### src/rtl/gpbcd_pkg.sv
// register map, field layout and reset values for the port b/c/d block
package gpbcd_pkg;

  // ------------------------------------------------------------
  // register indices (printed offsets; byte address = 4 * index)
  // ------------------------------------------------------------
  localparam logic [8:0] IDX_PIN_DATA_B       = 9'h006;
  localparam logic [8:0] IDX_PIN_DATA_B_ALT   = 9'h106;
  localparam logic [8:0] IDX_PIN_DATA_C       = 9'h007;
  localparam logic [8:0] IDX_PIN_DATA_D       = 9'h008;
  localparam logic [8:0] IDX_OPTIONS          = 9'h081;
  localparam logic [8:0] IDX_OPTIONS_ALT      = 9'h181;
  localparam logic [8:0] IDX_DIRECTION_B      = 9'h086;
  localparam logic [8:0] IDX_DIRECTION_B_ALT  = 9'h186;
  localparam logic [8:0] IDX_DIRECTION_C      = 9'h087;
  localparam logic [8:0] IDX_DIRECTION_D      = 9'h088;
  localparam logic [8:0] IDX_DIRECTION_E      = 9'h089;
  localparam logic [8:0] IDX_RESET_CAUSE      = 9'h0f0;

  // ------------------------------------------------------------
  // reset values
  // ------------------------------------------------------------
  localparam logic [7:0] RST_DIRECTION        = 8'hff;
  localparam logic [7:0] RST_OPTIONS          = 8'hff;
  localparam logic [7:0] RST_DIRECTION_E      = 8'h07;
  localparam logic [7:0] RST_LATCH            = 8'h00;

  // ------------------------------------------------------------
  // field positions
  // ------------------------------------------------------------
  localparam int OPT_PULLUP_DISABLE_N = 7;
  localparam int TRE_INPUT_FULL       = 7;
  localparam int TRE_OUTPUT_FULL      = 6;
  localparam int TRE_INPUT_OVERFLOW   = 5;
  localparam int TRE_SLAVE_MODE       = 4;
  localparam logic [7:0] TRE_WRITE_MASK = 8'h37;

  // ------------------------------------------------------------
  // axi response codes
  // ------------------------------------------------------------
  localparam logic [1:0] RESP_OKAY   = 2'h0;
  localparam logic [1:0] RESP_SLVERR = 2'h2;

endpackage : gpbcd_pkg

### src/rtl/gpbcd_pin_mux.sv
// per-pin direction, peripheral override and output select for one port
module gpbcd_pin_mux #(
  parameter int WIDTH = 8
) (
  // port state
  input  wire logic [WIDTH-1:0] latch,
  input  wire logic [WIDTH-1:0] direction,
  // peripheral side
  input  wire logic [WIDTH-1:0] periph_sel,
  input  wire logic [WIDTH-1:0] periph_out,
  input  wire logic [WIDTH-1:0] periph_oe,
  // driver side
  output logic      [WIDTH-1:0] drive_value,
  output logic      [WIDTH-1:0] drive_en
);

  // one mux per pin; periph_oe counts only while selected
  for (genvar i = 0; i < WIDTH; i++) begin : g_pin
    always_comb begin
      if (periph_sel[i]) begin
        drive_value[i] = periph_out[i];
        drive_en[i]    = periph_oe[i];
      end else begin
        drive_value[i] = latch[i];
        drive_en[i]    = ~direction[i];
      end
    end
  end

endmodule // gpbcd_pin_mux

### src/rtl/gpbcd_top.sv
// port b, c and d register file, pin drivers and axi4-lite slave
// Behaviour
// - port c has eight pins, each with its own direction bit
// - enabled peripheral forces port c pin direction, only while enabled
// - per-pin select picks port latch or peripheral output for port c
// - peripheral output enable honoured only while its select is active
// - c0 timer1 osc out/clock in, c1 osc in/capture_compare_pwm_2, c2 capture_compare_pwm_1
// - c3 serial clock, c4 spi in/i2c data, c5 serial data out
// - c6 usart transmit/clock, c7 usart receive/data
// - port d has eight pins, each with its own direction bit
// - slave mode bit 4 of port e register turns port d into slave port
// - in slave mode each port d pin carries slave data bit of same index
// - port c and d directions reset to all ones on every reset
// - port b data and direction reachable at two offsets; direction resets ones
// - output latches keep contents across resets other than power-on/brown-out
// - options register at 81h/181h, resets ones, holds pull-up and timer fields
// - port e register layout fixed, resets to 0000 -111 on every reset
// - direction bit set makes pin input; clear drives from latch
// - clearing pull-up disable enables port b pull-ups, never on outputs
//
// Design decision made here: the AXI4-Lite register port.
module gpbcd_top #(
  parameter int WIDTH = 8
) (
  // clock and reset
  input  wire logic              aclk,
  input  wire logic              aresetn,
  input  wire logic              por_bor_n,
  // axi4-lite write address
  input  wire logic [11:0]       s_axi_awaddr,
  input  wire logic              s_axi_awvalid,
  output logic                   s_axi_awready,
  // axi4-lite write data
  input  wire logic [31:0]       s_axi_wdata,
  input  wire logic [3:0]        s_axi_wstrb,
  input  wire logic              s_axi_wvalid,
  output logic                   s_axi_wready,
  // axi4-lite write response
  output logic [1:0]             s_axi_bresp,
  output logic                   s_axi_bvalid,
  input  wire logic              s_axi_bready,
  // axi4-lite read address
  input  wire logic [11:0]       s_axi_araddr,
  input  wire logic              s_axi_arvalid,
  output logic                   s_axi_arready,
  // axi4-lite read data
  output logic [31:0]            s_axi_rdata,
  output logic [1:0]             s_axi_rresp,
  output logic                   s_axi_rvalid,
  input  wire logic              s_axi_rready,
  // port b pins
  input  wire logic [WIDTH-1:0]  port_b_in,
  output logic [WIDTH-1:0]       port_b_out,
  output logic [WIDTH-1:0]       port_b_oe,
  output logic [WIDTH-1:0]       port_b_pullup_en,
  // port c pins
  input  wire logic [WIDTH-1:0]  port_c_in,
  output logic [WIDTH-1:0]       port_c_out,
  output logic [WIDTH-1:0]       port_c_oe,
  // port c peripherals (bit i = pin i)
  input  wire logic [WIDTH-1:0]  periph_c_sel,
  input  wire logic [WIDTH-1:0]  periph_c_out,
  input  wire logic [WIDTH-1:0]  periph_c_oe,
  output logic [WIDTH-1:0]       periph_c_in,
  // port d pins
  input  wire logic [WIDTH-1:0]  port_d_in,
  output logic [WIDTH-1:0]       port_d_out,
  output logic [WIDTH-1:0]       port_d_oe,
  // parallel slave port side
  input  wire logic [WIDTH-1:0]  slave_port_out,
  input  wire logic              slave_port_oe,
  input  wire logic              slave_input_full,
  input  wire logic              slave_output_full,
  input  wire logic              slave_overflow_set,
  output logic [WIDTH-1:0]       slave_port_in,
  output logic                   parallel_slave_mode,
  // options fields to timer0 and interrupt logic
  output logic [7:0]             timer_pullup_options
);

  // ------------------------------------------------------------
  // register state
  // ------------------------------------------------------------
  logic [WIDTH-1:0] latch_b, latch_c, latch_d;
  logic [WIDTH-1:0] direction_b, direction_c, direction_d;
  logic [7:0]       options;
  logic [7:0]       direction_e;
  logic             latch_valid;

  // ------------------------------------------------------------
  // axi write path
  // ------------------------------------------------------------
  logic             aw_held, w_held;
  logic [8:0]       aw_idx;
  logic [31:0]      w_data;
  logic [3:0]       w_strb;
  logic             wr_go;
  logic             wr_hit;

  // address and data taken in either order, one write at a time
  always_ff @(posedge aclk) begin
    if (!aresetn) begin
      aw_held <= 1'b0;
      aw_idx  <= 9'h000;
    end else if (s_axi_awvalid && s_axi_awready) begin
      aw_held <= 1'b1;
      aw_idx  <= s_axi_awaddr[10:2];
    end else if (wr_go) begin
      aw_held <= 1'b0;
    end
  end

  always_ff @(posedge aclk) begin
    if (!aresetn) begin
      w_held <= 1'b0;
      w_data <= 32'h0000_0000;
      w_strb <= 4'h0;
    end else if (s_axi_wvalid && s_axi_wready) begin
      w_held <= 1'b1;
      w_data <= s_axi_wdata;
      w_strb <= s_axi_wstrb;
    end else if (wr_go) begin
      w_held <= 1'b0;
    end
  end

  assign wr_go = aw_held && w_held && !s_axi_bvalid;

  // ready registered so outputs come from flops
  always_ff @(posedge aclk) begin
    if (!aresetn) begin
      s_axi_awready <= 1'b0;
      s_axi_wready  <= 1'b0;
    end else begin
      s_axi_awready <= !aw_held && !(s_axi_awvalid && s_axi_awready) && !s_axi_bvalid && !wr_go;
      s_axi_wready  <= !w_held && !(s_axi_wvalid && s_axi_wready) && !s_axi_bvalid && !wr_go;
    end
  end

  // decode of write index, aliases included
  always_comb begin
    case (aw_idx)
      gpbcd_pkg::IDX_PIN_DATA_B, gpbcd_pkg::IDX_PIN_DATA_B_ALT,
      gpbcd_pkg::IDX_PIN_DATA_C, gpbcd_pkg::IDX_PIN_DATA_D,
      gpbcd_pkg::IDX_OPTIONS, gpbcd_pkg::IDX_OPTIONS_ALT,
      gpbcd_pkg::IDX_DIRECTION_B, gpbcd_pkg::IDX_DIRECTION_B_ALT,
      gpbcd_pkg::IDX_DIRECTION_C, gpbcd_pkg::IDX_DIRECTION_D,
      gpbcd_pkg::IDX_DIRECTION_E, gpbcd_pkg::IDX_RESET_CAUSE: wr_hit = 1'b1;
      default:                                                wr_hit = 1'b0;
    endcase
  end

  // write response, slverr on unmapped index
  always_ff @(posedge aclk) begin
    if (!aresetn) begin
      s_axi_bvalid <= 1'b0;
      s_axi_bresp  <= gpbcd_pkg::RESP_OKAY;
    end else if (wr_go) begin
      s_axi_bvalid <= 1'b1;
      s_axi_bresp  <= wr_hit ? gpbcd_pkg::RESP_OKAY : gpbcd_pkg::RESP_SLVERR;
    end else if (s_axi_bready) begin
      s_axi_bvalid <= 1'b0;
    end
  end

  logic       wr_byte0;
  logic [7:0] wv;
  assign wr_byte0 = wr_go && w_strb[0];
  assign wv       = w_data[7:0];

  // ------------------------------------------------------------
  // port registers
  // ------------------------------------------------------------
  // latches only cleared by power-on/brown-out
  // por_bor_n low in same cycle as aresetn is the power-on case
  // latch write ignores direction
  always_ff @(posedge aclk) begin
    if (!por_bor_n) begin
      latch_b     <= gpbcd_pkg::RST_LATCH;
      latch_c     <= gpbcd_pkg::RST_LATCH;
      latch_d     <= gpbcd_pkg::RST_LATCH;
      latch_valid <= 1'b0;
    end else if (wr_byte0) begin
      if (aw_idx == gpbcd_pkg::IDX_PIN_DATA_B || aw_idx == gpbcd_pkg::IDX_PIN_DATA_B_ALT)
        latch_b <= wv;
      if (aw_idx == gpbcd_pkg::IDX_PIN_DATA_C)
        latch_c <= wv;
      if (aw_idx == gpbcd_pkg::IDX_PIN_DATA_D)
        latch_d <= wv;
      // only a data latch write makes the latches defined
      if (aw_idx == gpbcd_pkg::IDX_PIN_DATA_B || aw_idx == gpbcd_pkg::IDX_PIN_DATA_B_ALT ||
          aw_idx == gpbcd_pkg::IDX_PIN_DATA_C || aw_idx == gpbcd_pkg::IDX_PIN_DATA_D)
        latch_valid <= 1'b1;
    end
  end

  // directions all ones on every reset
  always_ff @(posedge aclk) begin
    if (!aresetn || !por_bor_n) begin
      direction_b <= gpbcd_pkg::RST_DIRECTION;
      direction_c <= gpbcd_pkg::RST_DIRECTION;
      direction_d <= gpbcd_pkg::RST_DIRECTION;
    end else if (wr_byte0) begin
      if (aw_idx == gpbcd_pkg::IDX_DIRECTION_B || aw_idx == gpbcd_pkg::IDX_DIRECTION_B_ALT)
        direction_b <= wv;
      if (aw_idx == gpbcd_pkg::IDX_DIRECTION_C)
        direction_c <= wv;
      if (aw_idx == gpbcd_pkg::IDX_DIRECTION_D)
        direction_d <= wv;
    end
  end

  // options at both offsets, resets to ones
  always_ff @(posedge aclk) begin
    if (!aresetn || !por_bor_n) begin
      options <= gpbcd_pkg::RST_OPTIONS;
    end else if (wr_byte0 && (aw_idx == gpbcd_pkg::IDX_OPTIONS || aw_idx == gpbcd_pkg::IDX_OPTIONS_ALT)) begin
      options <= wv;
    end
  end

  // full flags follow slave, overflow sticky, set wins over clear
  always_ff @(posedge aclk) begin
    if (!aresetn || !por_bor_n) begin
      direction_e <= gpbcd_pkg::RST_DIRECTION_E;
    end else begin
      direction_e[gpbcd_pkg::TRE_INPUT_FULL]  <= slave_input_full;
      direction_e[gpbcd_pkg::TRE_OUTPUT_FULL] <= slave_output_full;
      direction_e[3]                          <= 1'b0;
      if (wr_byte0 && aw_idx == gpbcd_pkg::IDX_DIRECTION_E) begin
        direction_e[gpbcd_pkg::TRE_SLAVE_MODE] <= wv[gpbcd_pkg::TRE_SLAVE_MODE];
        direction_e[2:0]                       <= wv[2:0];
        direction_e[gpbcd_pkg::TRE_INPUT_OVERFLOW] <= wv[gpbcd_pkg::TRE_INPUT_OVERFLOW] || slave_overflow_set;
      end else if (slave_overflow_set) begin
        direction_e[gpbcd_pkg::TRE_INPUT_OVERFLOW] <= 1'b1;
      end
    end
  end

  // ------------------------------------------------------------
  // pin logic
  // ------------------------------------------------------------
  logic [WIDTH-1:0] c_val, c_en, d_val, d_en;

  // pins 0..2 map timer1 and ccp by index
  // pins 3..5 map serial port by index
  // pins 6..7 map usart by index
  gpbcd_pin_mux #(.WIDTH(WIDTH)) u_mux_c (
    .latch       (latch_c),
    .direction   (direction_c),
    .periph_sel  (periph_c_sel),
    .periph_out  (periph_c_out),
    .periph_oe   (periph_c_oe),
    .drive_value (c_val),
    .drive_en    (c_en)
  );

  // slave bit i on pin i
  gpbcd_pin_mux #(.WIDTH(WIDTH)) u_mux_d (
    .latch       (latch_d),
    .direction   (direction_d),
    .periph_sel  ({WIDTH{direction_e[gpbcd_pkg::TRE_SLAVE_MODE]}}),
    .periph_out  (slave_port_out),
    .periph_oe   ({WIDTH{slave_port_oe}}),
    .drive_value (d_val),
    .drive_en    (d_en)
  );

  // registered pin outputs, one cycle after the state changes
  // direction set means high impedance
  // pull-ups only on inputs and when enabled
  always_ff @(posedge aclk) begin
    if (!aresetn) begin
      port_b_out       <= '0;
      port_b_oe        <= '0;
      port_b_pullup_en <= '0;
      port_c_out       <= '0;
      port_c_oe        <= '0;
      port_d_out       <= '0;
      port_d_oe        <= '0;
    end else begin
      port_b_out       <= latch_b;
      port_b_oe        <= ~direction_b;
      port_b_pullup_en <= direction_b & {WIDTH{~options[gpbcd_pkg::OPT_PULLUP_DISABLE_N]}};
      port_c_out       <= c_val;
      port_c_oe        <= c_en;
      port_d_out       <= d_val;
      port_d_oe        <= d_en;
    end
  end

  // pin levels toward peripherals and status outputs
  always_ff @(posedge aclk) begin
    if (!aresetn) begin
      periph_c_in          <= '0;
      slave_port_in        <= '0;
      parallel_slave_mode  <= 1'b0;
      timer_pullup_options <= gpbcd_pkg::RST_OPTIONS;
    end else begin
      periph_c_in          <= port_c_in;
      slave_port_in        <= port_d_in;
      parallel_slave_mode  <= direction_e[gpbcd_pkg::TRE_SLAVE_MODE];
      timer_pullup_options <= options;
    end
  end

  // ------------------------------------------------------------
  // axi read path
  // ------------------------------------------------------------
  logic [7:0] rd_val;
  logic       rd_hit;

  always_comb begin
    rd_hit = 1'b1;
    case (s_axi_araddr[10:2])
      gpbcd_pkg::IDX_PIN_DATA_B, gpbcd_pkg::IDX_PIN_DATA_B_ALT: rd_val = port_b_in;
      gpbcd_pkg::IDX_PIN_DATA_C:                                rd_val = port_c_in;
      gpbcd_pkg::IDX_PIN_DATA_D:                                rd_val = port_d_in;
      gpbcd_pkg::IDX_OPTIONS, gpbcd_pkg::IDX_OPTIONS_ALT:       rd_val = options;
      gpbcd_pkg::IDX_DIRECTION_B, gpbcd_pkg::IDX_DIRECTION_B_ALT: rd_val = direction_b;
      gpbcd_pkg::IDX_DIRECTION_C:                               rd_val = direction_c;
      gpbcd_pkg::IDX_DIRECTION_D:                               rd_val = direction_d;
      gpbcd_pkg::IDX_DIRECTION_E:                               rd_val = direction_e;
      gpbcd_pkg::IDX_RESET_CAUSE:                               rd_val = {7'h00, latch_valid};
      default: begin
        rd_val = 8'h00;
        rd_hit = 1'b0;
      end
    endcase
  end

  // one read at a time, answer the cycle after acceptance
  always_ff @(posedge aclk) begin
    if (!aresetn) begin
      s_axi_arready <= 1'b0;
      s_axi_rvalid  <= 1'b0;
      s_axi_rdata   <= 32'h0000_0000;
      s_axi_rresp   <= gpbcd_pkg::RESP_OKAY;
    end else if (s_axi_arvalid && s_axi_arready) begin
      s_axi_arready <= 1'b0;
      s_axi_rvalid  <= 1'b1;
      s_axi_rdata   <= {24'h000000, rd_val};
      s_axi_rresp   <= rd_hit ? gpbcd_pkg::RESP_OKAY : gpbcd_pkg::RESP_SLVERR;
    end else if (s_axi_rvalid) begin
      if (s_axi_rready) begin
        s_axi_rvalid  <= 1'b0;
        s_axi_arready <= 1'b1;
      end
    end else begin
      s_axi_arready <= 1'b1;
    end
  end

  // ------------------------------------------------------------
  // assertions
  // ------------------------------------------------------------
  property p_dir_c_reset;
    @(posedge aclk) $rose(aresetn) |-> direction_c == 8'hff && direction_d == 8'hff;
  endproperty
  a_dir_c_reset: assert property (p_dir_c_reset) else $error("port c/d direction not ones after reset");

  property p_direction_e_slave_status_reset;
    @(posedge aclk) $rose(aresetn) |-> direction_e[7:4] == 4'h0 && direction_e[2:0] == 3'h7;
  endproperty
  a_direction_e_slave_status_reset: assert property (p_direction_e_slave_status_reset) else $error("port e register reset wrong");

  property p_c_override;
    @(posedge aclk) disable iff (!aresetn)
      periph_c_sel[0] |=> port_c_oe[0] == $past(periph_c_oe[0]) && port_c_out[0] == $past(periph_c_out[0]);
  endproperty
  a_c_override: assert property (p_c_override) else $error("peripheral override not applied");

  property p_c_port_dir;
    @(posedge aclk) disable iff (!aresetn)
      !periph_c_sel[7] |=> port_c_oe[7] == !$past(direction_c[7]) && port_c_out[7] == $past(latch_c[7]);
  endproperty
  a_c_port_dir: assert property (p_c_port_dir) else $error("port c pin not from latch");

  property p_d_slave;
    @(posedge aclk) disable iff (!aresetn)
      direction_e[4] |=> port_d_out == $past(slave_port_out) && port_d_oe == {8{$past(slave_port_oe)}};
  endproperty
  a_d_slave: assert property (p_d_slave) else $error("slave mode not on port d");

  property p_b_dir;
    @(posedge aclk) disable iff (!aresetn) 1'b1 |=> port_b_oe == ~$past(direction_b);
  endproperty
  a_b_dir: assert property (p_b_dir) else $error("port b enable not inverse of direction");

  property p_pullup;
    @(posedge aclk) disable iff (!aresetn)
      port_b_pullup_en == (~port_b_oe & {8{~timer_pullup_options[gpbcd_pkg::OPT_PULLUP_DISABLE_N]}});
  endproperty
  a_pullup: assert property (p_pullup) else $error("pull-up on an output pin");

  property p_ovf_sticky;
    @(posedge aclk) disable iff (!aresetn) slave_overflow_set |=> direction_e[5];
  endproperty
  a_ovf_sticky: assert property (p_ovf_sticky) else $error("overflow event lost");

  property p_latch_keep;
    @(posedge aclk) por_bor_n && !aresetn && !wr_byte0 |=> latch_c == $past(latch_c);
  endproperty
  a_latch_keep: assert property (p_latch_keep) else $error("latch lost on warm reset");

  property p_rd_answer;
    @(posedge aclk) disable iff (!aresetn) s_axi_arvalid && s_axi_arready |=> s_axi_rvalid;
  endproperty
  a_rd_answer: assert property (p_rd_answer) else $error("read not answered in one cycle");

  c_slave: cover property (@(posedge aclk) disable iff (!aresetn) direction_e[4] && slave_port_oe);
  c_override: cover property (@(posedge aclk) disable iff (!aresetn) periph_c_sel[6] && periph_c_oe[6]);
  c_write: cover property (@(posedge aclk) disable iff (!aresetn) s_axi_bvalid && s_axi_bready);

endmodule // gpbcd_top
### config.mk
export PLATFORM = sky130hd
export DESIGN_NAME = gpbcd_top
export DESIGN_NICKNAME = d
export VERILOG_FILES = /design/src/rtl/gpbcd_pkg.sv /design/src/rtl/gpbcd_pin_mux.sv /design/src/rtl/gpbcd_top.sv
export SDC_FILE = /design/constraint.sdc
export NUM_CORES = 1
export LEC_CHECK = 0
export BUFFER_PORTS_ARGS = -buffer_cell sky130_fd_sc_hd__buf_2
export CAP_MARGIN = 0
export CORE_ASPECT_RATIO = 1.1
export CORE_MARGIN = 8
export CORE_UTILIZATION = 30
export DETAILED_ROUTE_END_ITERATION = 8
export SYNTH_ARGS = -nofsm -noshare
export SYNTH_HDL_FRONTEND = slang
export SYNTH_SLANG_ARGS = --single-unit
### constraint.sdc
create_clock -name aclk -period 2.5 [get_ports aclk]
set_input_delay 0.125 -clock aclk [delete_from_list [all_inputs] [get_ports aclk]]
set_output_delay 0.125 -clock aclk [all_outputs]
set_load 0.05 [all_outputs]
# After elaboration in Yosys (flattened, before gate mapping)

Index checks and enable logic that the tools add are counted.

Bits in registers: 183
Input port bits: 128
Output and inout port bits: 122

Eq/ne operators: 25
Multiplexer cells: 49
Bitwise operators: 20
Reduce and logical (&&, ||, !) cells: 46

Operator list:

| kind                 | number |
|---|---|
| $eq A9 B8 Y1 const B | 12 |
| $pmux W8 S9          | 1 |
| $eq A9 B9 Y1 const B | 6 |
| $mux W1              | 46 |
| $eq A9 B3 Y1 const B | 4 |
| $reduce_or A12 Y1    | 2 |
| $eq A9 B4 Y1 const B | 2 |
| $not A1 Y1           | 18 |
| $logic_and A1 B1 Y1  | 14 |
| $reduce_and A2 Y1    | 7 |
| $and A8 B8 Y8        | 1 |
| $logic_not A1 Y1     | 8 |
| $not A8 Y8           | 1 |
| $reduce_bool A2 Y1   | 4 |
| $reduce_or A2 Y1     | 4 |
| $logic_or A1 B1 Y1   | 7 |
| $mux W2              | 2 |
| $ne A2 B1 Y1 const B | 1 |

# Depth between registers and ports, before layout

Gate-level depths: netlist (run 1).

Word-level depth: 5
Depth in mapped cells: 8

# Modules after synthesis

From an unflattened synthesis (run 1), not the netlist that was laid out.

Cells, all modules: 728
Area total of the unflattened synthesis: 7228.2 sq um

By module, submodules not included:

| module        | times used | cells each | area each (sq um) | sequential area each (sq um) |
|---|---|---|---|---|
| gpbcd_top     | 1          | 680        | 6847.8            | 3603.5 |
| gpbcd_pin_mux | 2          | 24         | 190.2             | 0.0 |

# Least setup slack after synthesis (run 1)

Ideal clock, no wire load.

Path type: flip-flop to flip-flop
Start point: register s_axi_bvalid
End point: register options[0]
Library setup time: 0.129 ns
Arrival time: 1.948 ns
Required time: 2.371 ns
Setup slack: 0.423 ns
Cell stages (with the launch flop): 8
Path buffers: 2
Clock period less this slack: 2.077 ns
Cell sequence: dfxtp_1 -> and3b_1 -> clkbuf_1 -> and4_1 -> buf_2 -> nand3_1 -> mux2i_1 -> nand2_1

Cells in the longest elaborated chain, start to end: 4

Ends and longest elaborated chain:

| element                | RTL line         | source |
|---|---|---|
| start, declared        | gpbcd_top.sv:40  | `output logic s_axi_bvalid,` |
| start signal, assigned | gpbcd_top.sv:156 | `s_axi_bvalid <= 1'b0;` |
| start signal, assigned | gpbcd_top.sv:159 | `s_axi_bvalid <= 1'b1;` |
| start signal, assigned | gpbcd_top.sv:162 | `s_axi_bvalid <= 1'b0;` |
| $logic_not A1 Y1       | gpbcd_top.sv:127 | `assign wr_go = aw_held && w_held && !s_axi_bvalid;` |
| $logic_and A1 B1 Y1    | gpbcd_top.sv:127 |  |
| $logic_and A1 B1 Y1    | gpbcd_top.sv:168 | `assign wr_byte0 = wr_go && w_strb[0];` |
| $logic_and A1 B1 Y1    | gpbcd_top.sv:217 | `end else if (wr_byte0 && (aw_idx == gpbcd_pkg::IDX_OPTIONS \|\| aw_idx == gpbcd_pkg::IDX_OPTIONS_ALT)) begin` |
| end signal, assigned   | gpbcd_top.sv:216 | `options <= gpbcd_pkg::RST_OPTIONS;` |
| end signal, assigned   | gpbcd_top.sv:218 | `options <= wv;` |
| end, declared          | gpbcd_top.sv:86  | `logic [7:0] options;` |

No other way between the ends.
A chain may end at the register's enable or synchronous reset.

# Final worst setup path (run 1)

Start point: register aw_idx[4]
End point: register direction_c[1]

Cells in the longest elaborated chain, start to end: 2

Ends and longest elaborated chain:

| element                            | RTL line         | source |
|---|---|---|
| start, declared                    | gpbcd_top.sv:94  | `logic [8:0] aw_idx;` |
| start signal, assigned             | gpbcd_top.sv:107 | `aw_idx <= s_axi_awaddr[10:2];` |
| $eq A9 B8 Y1                       | gpbcd_top.sv:206 | `if (aw_idx == gpbcd_pkg::IDX_DIRECTION_C)` |
| $reduce_and A2 Y1 (no source line) | -                |  |
| end signal, assigned               | gpbcd_top.sv:201 | `direction_c <= gpbcd_pkg::RST_DIRECTION;` |
| end signal, assigned               | gpbcd_top.sv:207 | `direction_c <= wv;` |
| end, declared                      | gpbcd_top.sv:85  | `logic [WIDTH-1:0] direction_b, direction_c, direction_d;` |

No other way between the ends.

==> flow_summary.ini, run 1 <==
[outcome]
run_status = completed

[finish]
drive_gt1_share_pct = 25.67
nets = 1116
layout_commonest_cell = buf_2
largest_register = aw_idx
largest_reg_flops = 9
regArea_um2 = 3603
stdcell_count = 1307
multi_input_area_um2 = 3188
layout_common_cells = buf_2, dfxtp_1, nand2_1, dlygate4sd3_1, mux2i_1
fillers = 2414
area_growth_syn_to_layout_pct = 34.70

[synthesis]
syn_area_per_cell_um2 = 9.598
ys_ff_latch = 180
netlist_area_um2 = 7093
synthDistinctLibCells = 62
synthCells = 739
synth_edf_count = 0
yosysSeqAreaShare_pct = 50.80
async_flop_share_pct = 0
synth.yosys.warnings = 0
synthFlopType = dfxtp_1

[floorplan]
ios = 250
initial_utilization_pct = 30.22
fp.dieH_um = 177.3
rows = 59
dieArea_um2 = 28830
coreArea_um2 = 23480
die_w_um = 162.6

[setup_path]
required_ns = 2.80
cp_max_fo = 8
crit_chain = nor3_1, and4_1, and3_1, mux2i_1, nand2_1
critical_path_class = reg -> reg
cp-end-kind = register
crit_slowest_cell = and3_1
crit_path_start_kind = register
ff2ff_path_depth = 5
cp.arrival_ns = 2.25
crit_path_max_incr_delay_ns = 0.51

[place]
place_congestion = 0.8522
portBuffers = 190
hpwl_um = 16160
dp.cells = 1205

[clock_network]
clockBufferDepth = 2
cts_resized = 0
cts_tree = yes
cts-htree-levels = 4
clk_pin_slew_ns = 0.07
cts_buffers = 17
clock_latency_ns = 0.43
cts.sinks = 180
cts_root_buffer = clkbuf_16

[sta]
fin_crit_sh_pct = 77.70
final_hold_viol_count = 0
worst_pin_slew_ns = 0.6769
fmax_mhz = 514.8
drv_slew = 0
clock-skew-final_ns = 0.01135
rsz0062_at_grt = false
tns_ns = 0
period_minus_slack_ns = 1.942
setup_violations = 0
relSlewSlack_pct = 54.46

[power]
vdd.ir_drop.worst_mv = 0.4425
power_density_nw_per_um2 = 648.4
p_leak_nw = 4.223
p_total_mw = 6.195

[grt]
busiest_layer = met2
grt_start_max_net_pins = 70
grt_use_total_pct = 15.35
grt_pass1_wl_um = 34330
met2_usage_pct = 25.50
antenna_found_initial = 1
use_met1_pct = 18.50
use_met3_pct = 3.746
grt_pass1_vias = 6181
globalRouteOverflowTotal = 0

[detailed_routing]
remaining_drc_errors = 0
vias = 5977
postRouteWirelength_um = 22500
wl_per_cell_um = 17.21
drt_pass1_iterations = 4
ant_nets = 0
drt_iter0_markers = 306
via_per_inst = 4.573

[job]
maxCapViolations = 0

[worst_hold_path]
holdPathStages = 4
min_path_type = in -> reg
-- report_power, final --
part	leakage, nW	internal (mW)	switching, mW
logic	2.49	0.238	0.393
clock network	0.274	1.32	1.28
registers	1.46	2.91	0.0467
total	4.22	4.48	1.72
-- final timing paths --
kind,startpoint,end,slack (ns)
max,aw_idx[4],direction_c[1],0.56
min,periph_c_oe[1],port_c_oe[1],0.02
max reg2reg,aw_idx[4],direction_c[1],0.56
min reg2reg,aw_held,s_axi_awready,0.45
-- cells in the mapped netlist (3+ instances only) --
| library cell | n | area share, % |
|---|---|---|
| o21ai_0 | 18 | 1.3 |
| nor2b_1 | 49 | 4.3 |
| mux2_2 | 3 | 0.48 |
| and3_1 | 4 | 0.35 |
| clkbuf_1 | 35 | 1.9 |
| o2bb2ai_1 | 3 | 0.37 |
| a32oi_1 | 6 | 0.74 |
| inv_1 | 3 | 0.16 |
| o21ai_1 | 4 | 0.28 |
| a22oi_1 | 8 | 0.85 |
| nor2_1 | 18 | 0.95 |
| mux2i_1 | 57 | 8.0 |
| buf_2 | 4 | 0.28 |
| nand3_1 | 32 | 2.3 |
| buf_4 | 26 | 2.8 |
| nand2_1 | 107 | 5.7 |
| nor3_1 | 8 | 0.56 |
| a21boi_0 | 30 | 3.2 |
| a221oi_1 | 3 | 0.37 |
| a21oi_1 | 13 | 0.92 |
| buf_1 | 5 | 0.26 |
| and2_1 | 49 | 4.3 |
| a22o_1 | 4 | 0.49 |
| nand3b_1 | 3 | 0.32 |
| a221o_1 | 4 | 0.56 |
| dfxtp_1 | 180 | 51 |
| o21a_1 | 12 | 1.3 |
| nand2b_1 | 9 | 0.79 |
-- metal layers --
layer | routed length (um) | vias up
li1 | - | 2969
met5 | 0 | -
met4 | 644 | 0
met2 | 10720 | 193
met1 | 9854 | 2779
met3 | 1279 | 36
-- per-stage QoR --
stage | hold WS (ns) | cell area, um2 | worst slack (ns) | utilization, %
after floorplan | 0.2467 | 7187 | 0.4229 | -
after global placement | 0.3347 | 8290 | 0.4924 | 35.32
after detailed placement | 0.3401 | 8290 | 0.4800 | 35.32
after CTS | 0.001858 | 9552 | 0.5631 | 40.69
after global routing | 0.03608 | 9554 | 0.3706 | 40.70
final | 0.01853 | 9554 | 0.5575 | 40.70
-- repair_timing --
| action | 4_1_cts | 5_1_grt |
|---|---|---|
| hold buffers | 69 | 0 |
| setup buffers | 0 | 0 |
| setup endpoints to repair | 0 | 0 |
| endpoints found under the hold margin | 63 | 0 |
-- layout make-up --
cell class / count / share of cell area [%]
sequential: 180 / 37.72
multi-input combinational: 508 / 33.37
timing repair buffer: 278 / 18.81
clock buffer: 18 / 4.492
tap: 305 / 3.994
clock inverter: 14 / 1.480
inverter: 3 / 0.1179
antenna: 1 / 0.02619
-- cell families after synthesis --
| logic type | synth area share [%] |
|---|---|
| other cells | 0.05287 |
| compound gates | 12.17 |
| flops | 50.80 |
| simple gates | 22.72 |
| mux | 8.520 |
| buf+inv | 5.733 |
-- worst max-delay path: cells and delay by family (launching register included) --
| family | cells | cell delay, ns |
|---|---|---|
| mux | 1 | 0.24 |
| flops | 1 | 0.33 |
| simple gates | 4 | 1.24 |
Power figures use the tool's default switching activity.
==> inputs of run 2 (changes only) <==
==> constraint.sdc (replaced) <==
create_clock -name aclk -period 1.7 [get_ports aclk]
set_input_delay 0.085 -clock aclk [delete_from_list [all_inputs] [get_ports aclk]]
set_output_delay 0.085 -clock aclk [all_outputs]
set_load 0.05 [all_outputs]
==> run 2 against run 1 <==
  * Clock power grew 47%
  * Core utilization grew 2.0 points
  * Wire length grew 4.1%
  * Hold slack worse by 0.0020 ns
  * Final area grew 4.8%
  * Maximum frequency is 22% higher
  * Sequential power grew 47%
  * Non-clock buffer count up 51
  * Highest routed layer unchanged
==> flow_summary.ini, run 2 (same netlist as run 1, synthesis figures left out) <==
[outcome]
run_status = completed

[finish]
fin_util_pct = 42.67
drive_gt1_share_pct = 28.35
largest_reg_flops = 9
nets = 1167
diodes = 0
largest_register = aw_idx
stdcell_count = 1356
area_growth_syn_to_layout_pct = 41.21
layout_common_cells = buf_2, dfxtp_1, nand2_1, dlygate4sd3_1, mux2i_1
layout_commonest_cell = buf_2
postLayoutCellArea_um2 = 10020

[power]
p_total_mw = 9.203
pwr-share-clk_pct = 41.6
p_comb_share_pct = 11.2
p_int_mw = 6.695
p_seq_share_pct = 47.3
switching_share_pct = 27.25
power_density_nw_per_um2 = 918.9
p_sw_mw = 2.508
p_leak_nw = 4.462
vdd.ir_drop.worst_mv = 0.5661

[sta]
tns_ns = 0
worst_pin_slew_ns = 0.5943
hold_ws_ns = 0.01654
fin_crit_sh_pct = 93.34
relSlewSlack_pct = 60.33
setup_violations = 0
drv_slew = 0
period_minus_slack_ns = 1.587
fmax_mhz = 630.2
finalWorstSetupSlack_ns = 0.1132
rsz0062_at_grt = true
clock-skew-final_ns = 0.009774
final_hold_viol_count = 0

[clock_network]
cts_root_buffer = clkbuf_16
cts-htree-levels = 4
clk_pin_slew_ns = 0.07
cts_buffers = 17
clock_latency_ns = 0.44
cts_tree = yes
cts.sinks = 180
clockBufferDepth = 2

[grt]
globalRouteOverflowTotal = 0
grt_use_total_pct = 16.10
antenna_found_initial = 0
grt_pass1_vias = 6493
grt_start_max_net_pins = 66
grt_pass1_wl_um = 35870

[place]
place_congestion = 0.8444
dp.cells = 1239
post_dp_cell_area_um2 = 8579
post-place-ws_ns = -0.1227
hpwl_um = 16900
portBuffers = 190

[floorplan]
initial_utilization_pct = 30.22
fp.dieH_um = 177.3
rows = 59
dieArea_um2 = 28830
die_w_um = 162.6
coreArea_um2 = 23480
ios = 250

[detailed_routing]
wl_per_cell_um = 17.28
drt_pass1_iterations = 4
via_per_inst = 4.591
drt_iter0_markers = 350
vias = 6226
remaining_drc_errors = 0
ant_nets = 0
postRouteWirelength_um = 23430

[setup_path]
cp.arrival_ns = 1.91
crit_path_start_kind = register
ff2ff_path_depth = 6
cp-end-kind = register
required_ns = 2.02
critical_path_class = reg -> reg
cp_max_fo = 8

[worst_hold_path]
holdPathStages = 3
min_path_type = in -> reg

[job]
maxCapViolations = 0
[run 2: cell types whose count changed in the layout (fill, tap and decap cells not counted), sizes merged]
cell,before,now
diode,1,0
buf,209,243
dlygate4sd3,69,86
clkinv,7,2
clkinvlp,2,3
inv,8,11
[run 2: critical path: stages (launching register included)]
cell and delay [ns]:
dfxtp_4 0.36, and3b_2 0.29, and4_4 0.24, and3_4 0.20, buf_12 0.13, mux2i_1 0.19
nand2_1 0.07
[run 2: final timing paths]
path              startpoint  slack (ns)        endpoint
min reg2reg   s_axi_rdata[1]        0.45  s_axi_rdata[1]
max             s_axi_bvalid        0.11  direction_c[4]
min          periph_c_sel[1]        0.02    port_c_oe[1]
max reg2reg     s_axi_bvalid        0.11  direction_c[4]
[run 2: final cells by class]
cell class,instances,area (um2)
fillers,2334,13460
clock inverters,13,108.9
well taps,305,381.6
inverters,3,11.26
clock buffers,18,450.4
repair buffers,329,2247
flip-flops and latches,180,3607
multi-input cells,508,3209
[run 2: layer usage]
metal  up-vias  global-route usage, %  share of wire (%)
met4         0                  5.011                1.5
met2       187                  28.21                 50
li1       3074                      -                  -
met5         -                      0                  0
met3        27                  3.955                5.2
met1      2938                  19.02                 44
[run 2: power by group through the flow]
stage	clock network, mW	logic (mW)	registers [mW]
after detailed placement	0	0.865	4.45
after global placement	0	0.865	4.45
after CTS	3.93	1.02	4.35
after floorplan	0	0.445	4.57
final	3.83	1.03	4.35
after global routing	4.09	1.10	4.36
[run 2: what timing repair did]
item | CTS | global route
hold endpoints to repair | 69 | 0
cloned | 0 | 0
endpoints found under the setup margin | 3 | 40
hold buffers | 86 | 0
gates resized for setup | 1 | 4
setup buffers | 0 | 0
==> inputs of run 3 (changes only) <==
--- a/config.mk
+++ b/config.mk
@@ -13,4 +13,5 @@
 export DETAILED_ROUTE_END_ITERATION = 8
 export SYNTH_ARGS = -nofsm -noshare
 export SYNTH_HDL_FRONTEND = slang
+export SYNTH_HIERARCHICAL = 1
 export SYNTH_SLANG_ARGS = --single-unit
==> run 3 against run 2 <==
  * Final area is essentially flat
  * Final cell count shrank 2.0%
  * Count of clock-buffer cells in the layout grew 3
  * Global-route usage shrank 0.86 points
  * Via count shrank 3.6%
  * Largest cell class unchanged
  * Highest routed layer is now met5
==> flow_summary.ini, run 3 <==
[outcome]
run_status = completed

[synthesis]
synthCells = 728
netlist_area_um2 = 7228
synth_area_leaders = dfxtp_1, mux2i_1, and2_1, nand2_1, mux2_4
synth.yosys.warnings = 6
syn_area_per_cell_um2 = 9.929
synth_top_area_cell = dfxtp_1
synth_top_area_share_pct = 49.85
synth.most_common_cell = dfxtp_1
synth_common_cells = dfxtp_1, nand2_1, and2_1, mux2i_1, nor2b_1
synthDistinctLibCells = 69
synthFlopType = dfxtp_1
yosysSeqAreaShare_pct = 49.85
synth_edf_count = 0
ys_ff_latch = 180
async_flop_share_pct = 0

[sta]
fmax_mhz = 624.7
clock-skew-final_ns = 0.009956
drv_slew = 0
worst_pin_slew_ns = 0.6656
period_minus_slack_ns = 1.601
final_hold_viol_count = 0
relSlewSlack_pct = 55.53
hold_ws_ns = 0.009598
rsz0062_at_grt = true
finalWorstSetupSlack_ns = 0.09916
fin_crit_sh_pct = 94.17
setup_violations = 0

[detailed_routing]
via_per_inst = 4.514
vias = 5999
ant_nets = 0
drt_pass1_iterations = 4
wl_per_cell_um = 17.01
drt_iter0_markers = 295
postRouteWirelength_um = 22610
remaining_drc_errors = 0

[clock_network]
cts_root_buffer = clkbuf_16
cts-htree-levels = 4
clock_latency_ns = 0.43
clockBufferDepth = 2
cts.sinks = 180
cts_tree = yes
clk_pin_slew_ns = 0.07
cts_buffers = 17

[power]
p_total_mw = 9.292
p_leak_nw = 4.173
power_density_nw_per_um2 = 927.0
vdd.ir_drop.worst_mv = 0.5474

[setup_path]
ff2ff_path_depth = 5
r2r_end = s_axi_bresp[1]
path_delay_family = simple AND/OR/NAND/NOR gates
cp_num_cells = 5
crit_path_max_incr_delay_ns = 0.66
crit_end = s_axi_bresp[1]
r2r-start = aw_idx[0]
crit_slowest_cell = or4b_2
critical_path_class = reg -> reg
cp-end-kind = register
crit_path_start_kind = register
cp.arrival_ns = 1.92
crit_chain = or4b_2, o21a_1, o21ai_1, nand3_1, o2111a_1
worstSetupStartpoint = aw_idx[0]
cp_max_fo = 4
rrSetupSlack_ns = 0.1
crit_buf_inv = 0
required_ns = 2.02

[floorplan]
initial_utilization_pct = 30.50
coreArea_um2 = 23700
fp.dieH_um = 178.8
ios = 250
die_w_um = 164
rows = 59
dieArea_um2 = 29320

[worst_hold_path]
min_path_type = in -> reg

[finish]
largest_reg_flops = 9
layout_common_cells = buf_2, dfxtp_1, nand2_1, and2_1, dlygate4sd3_1
drive_gt1_share_pct = 31.02
nets = 1137
area_growth_syn_to_layout_pct = 38.67
fillers = 2289
largest_register = aw_idx
layout_commonest_cell = buf_2
postLayoutCellArea_um2 = 10020
stdcell_count = 1329

[grt]
grt_pass1_vias = 6108
antenna_found_initial = 2
grt_use_total_pct = 15.25
grt_start_max_net_pins = 42
globalRouteOverflowTotal = 0
grt_pass1_wl_um = 34120

[place]
post-place-ws_ns = -0.04548
dp.cells = 1228
post_dp_cell_area_um2 = 8710
portBuffers = 190
place_congestion = 0.8463
hpwl_um = 16690

[job]
maxCapViolations = 0
-- run 3: area by class of cell --
| class | count | area (um2) | share of cell area [%] |
|---|---|---|---|
| Multi-Input combinational cell | 502 | 3366 | 33.58 |
| Antenna cell | 2 | 5.005 | 0.04993 |
| Clock inverter | 11 | 123.9 | 1.236 |
| Clock buffer | 21 | 460.4 | 4.594 |
| Tap cell | 305 | 381.6 | 3.807 |
| Sequential cell | 180 | 3613 | 36.05 |
| Timing Repair Buffer | 303 | 2054 | 20.50 |
| Inverter | 5 | 18.77 | 0.1872 |
-- run 3: per-stage QoR --
step	setup TNS [ns]	utilization, %
floorplan	-1.498	-
global placement	-0.07486	36.75
detailed placement	-0.2132	36.75
CTS	0	42.06
global route	-0.008896	42.28
finish	0	42.30
-- run 3: kinds of logic (layout without fill, tap and decap cells) --
| logic type | Yosys count | after routing | share of synthesized area (%) |
|---|---|---|---|
| flip-flops | 180 | 180 | 49.85 |
| AO/OA/AOI/OAI | 103 | 103 | 10.28 |
| AND/OR/NAND/NOR | 300 | 300 | 23.21 |
| multiplexers | 73 | 73 | 11.25 |
| buffers and inverters | 71 | 340 | 5.349 |
| other | 1 | 28 | 0.05188 |
-- run 3: worst min path at each step --
| stage | startpoint | to | slack, ns | cells past startpoint |
|---|---|---|---|---|
| 2_1_floorplan | port_c_in[0] | periph_c_in[0] | 0.21 | 1 |
| 3_3_place_gp | slave_overflow_set | direction_e[5] | 0.30 | 2 |
| 3_5_place_dp | port_d_in[1] | slave_port_in[1] | 0.30 | 2 |
| 4_1_cts | periph_c_sel[1] | port_c_oe[1] | 0.002 | 4 |
| 5_1_grt | periph_c_sel[1] | port_c_oe[1] | 0.0008 | 4 |
| 6_report | periph_c_sel[1] | port_c_oe[1] | 0.01 | 4 |
-- run 3: what timing repair did --
| action | in CTS | in global routing |
|---|---|---|
| buffers inserted | 1 | 2 |
| pin swaps | 1 | 7 |
| endpoints found under the hold margin | 62 | 0 |
| gates resized for setup | 2 | 11 |
| hold buffers | 64 | 0 |
| endpoints found under the setup margin | 19 | 52 |
-- run 3: worst min-delay path, cell delays in order --
cell,delay [ns]
buf_2,0.11
nand2_1,0.05
o21ai_0,0.05
and2_1,0.11
-- run 3: per-layer routing --
metal  vias to the layer above  global-route usage [%]  routed length [um]
li1                       3007                       -                   -
met1                      2814                   17.65                9455
met2                       146                   27.22               11680
met3                        28                   3.307                1107
met4                         4                   5.383                 331
met5                         -                       0                  27
-- run 3: power by group --
group          internal (mW)  total, mW  switching [mW]
clock network           2.25       3.94            1.69
registers               4.29       4.36          0.0753
logic                  0.385      0.989           0.604
total                   6.92       9.29            2.37
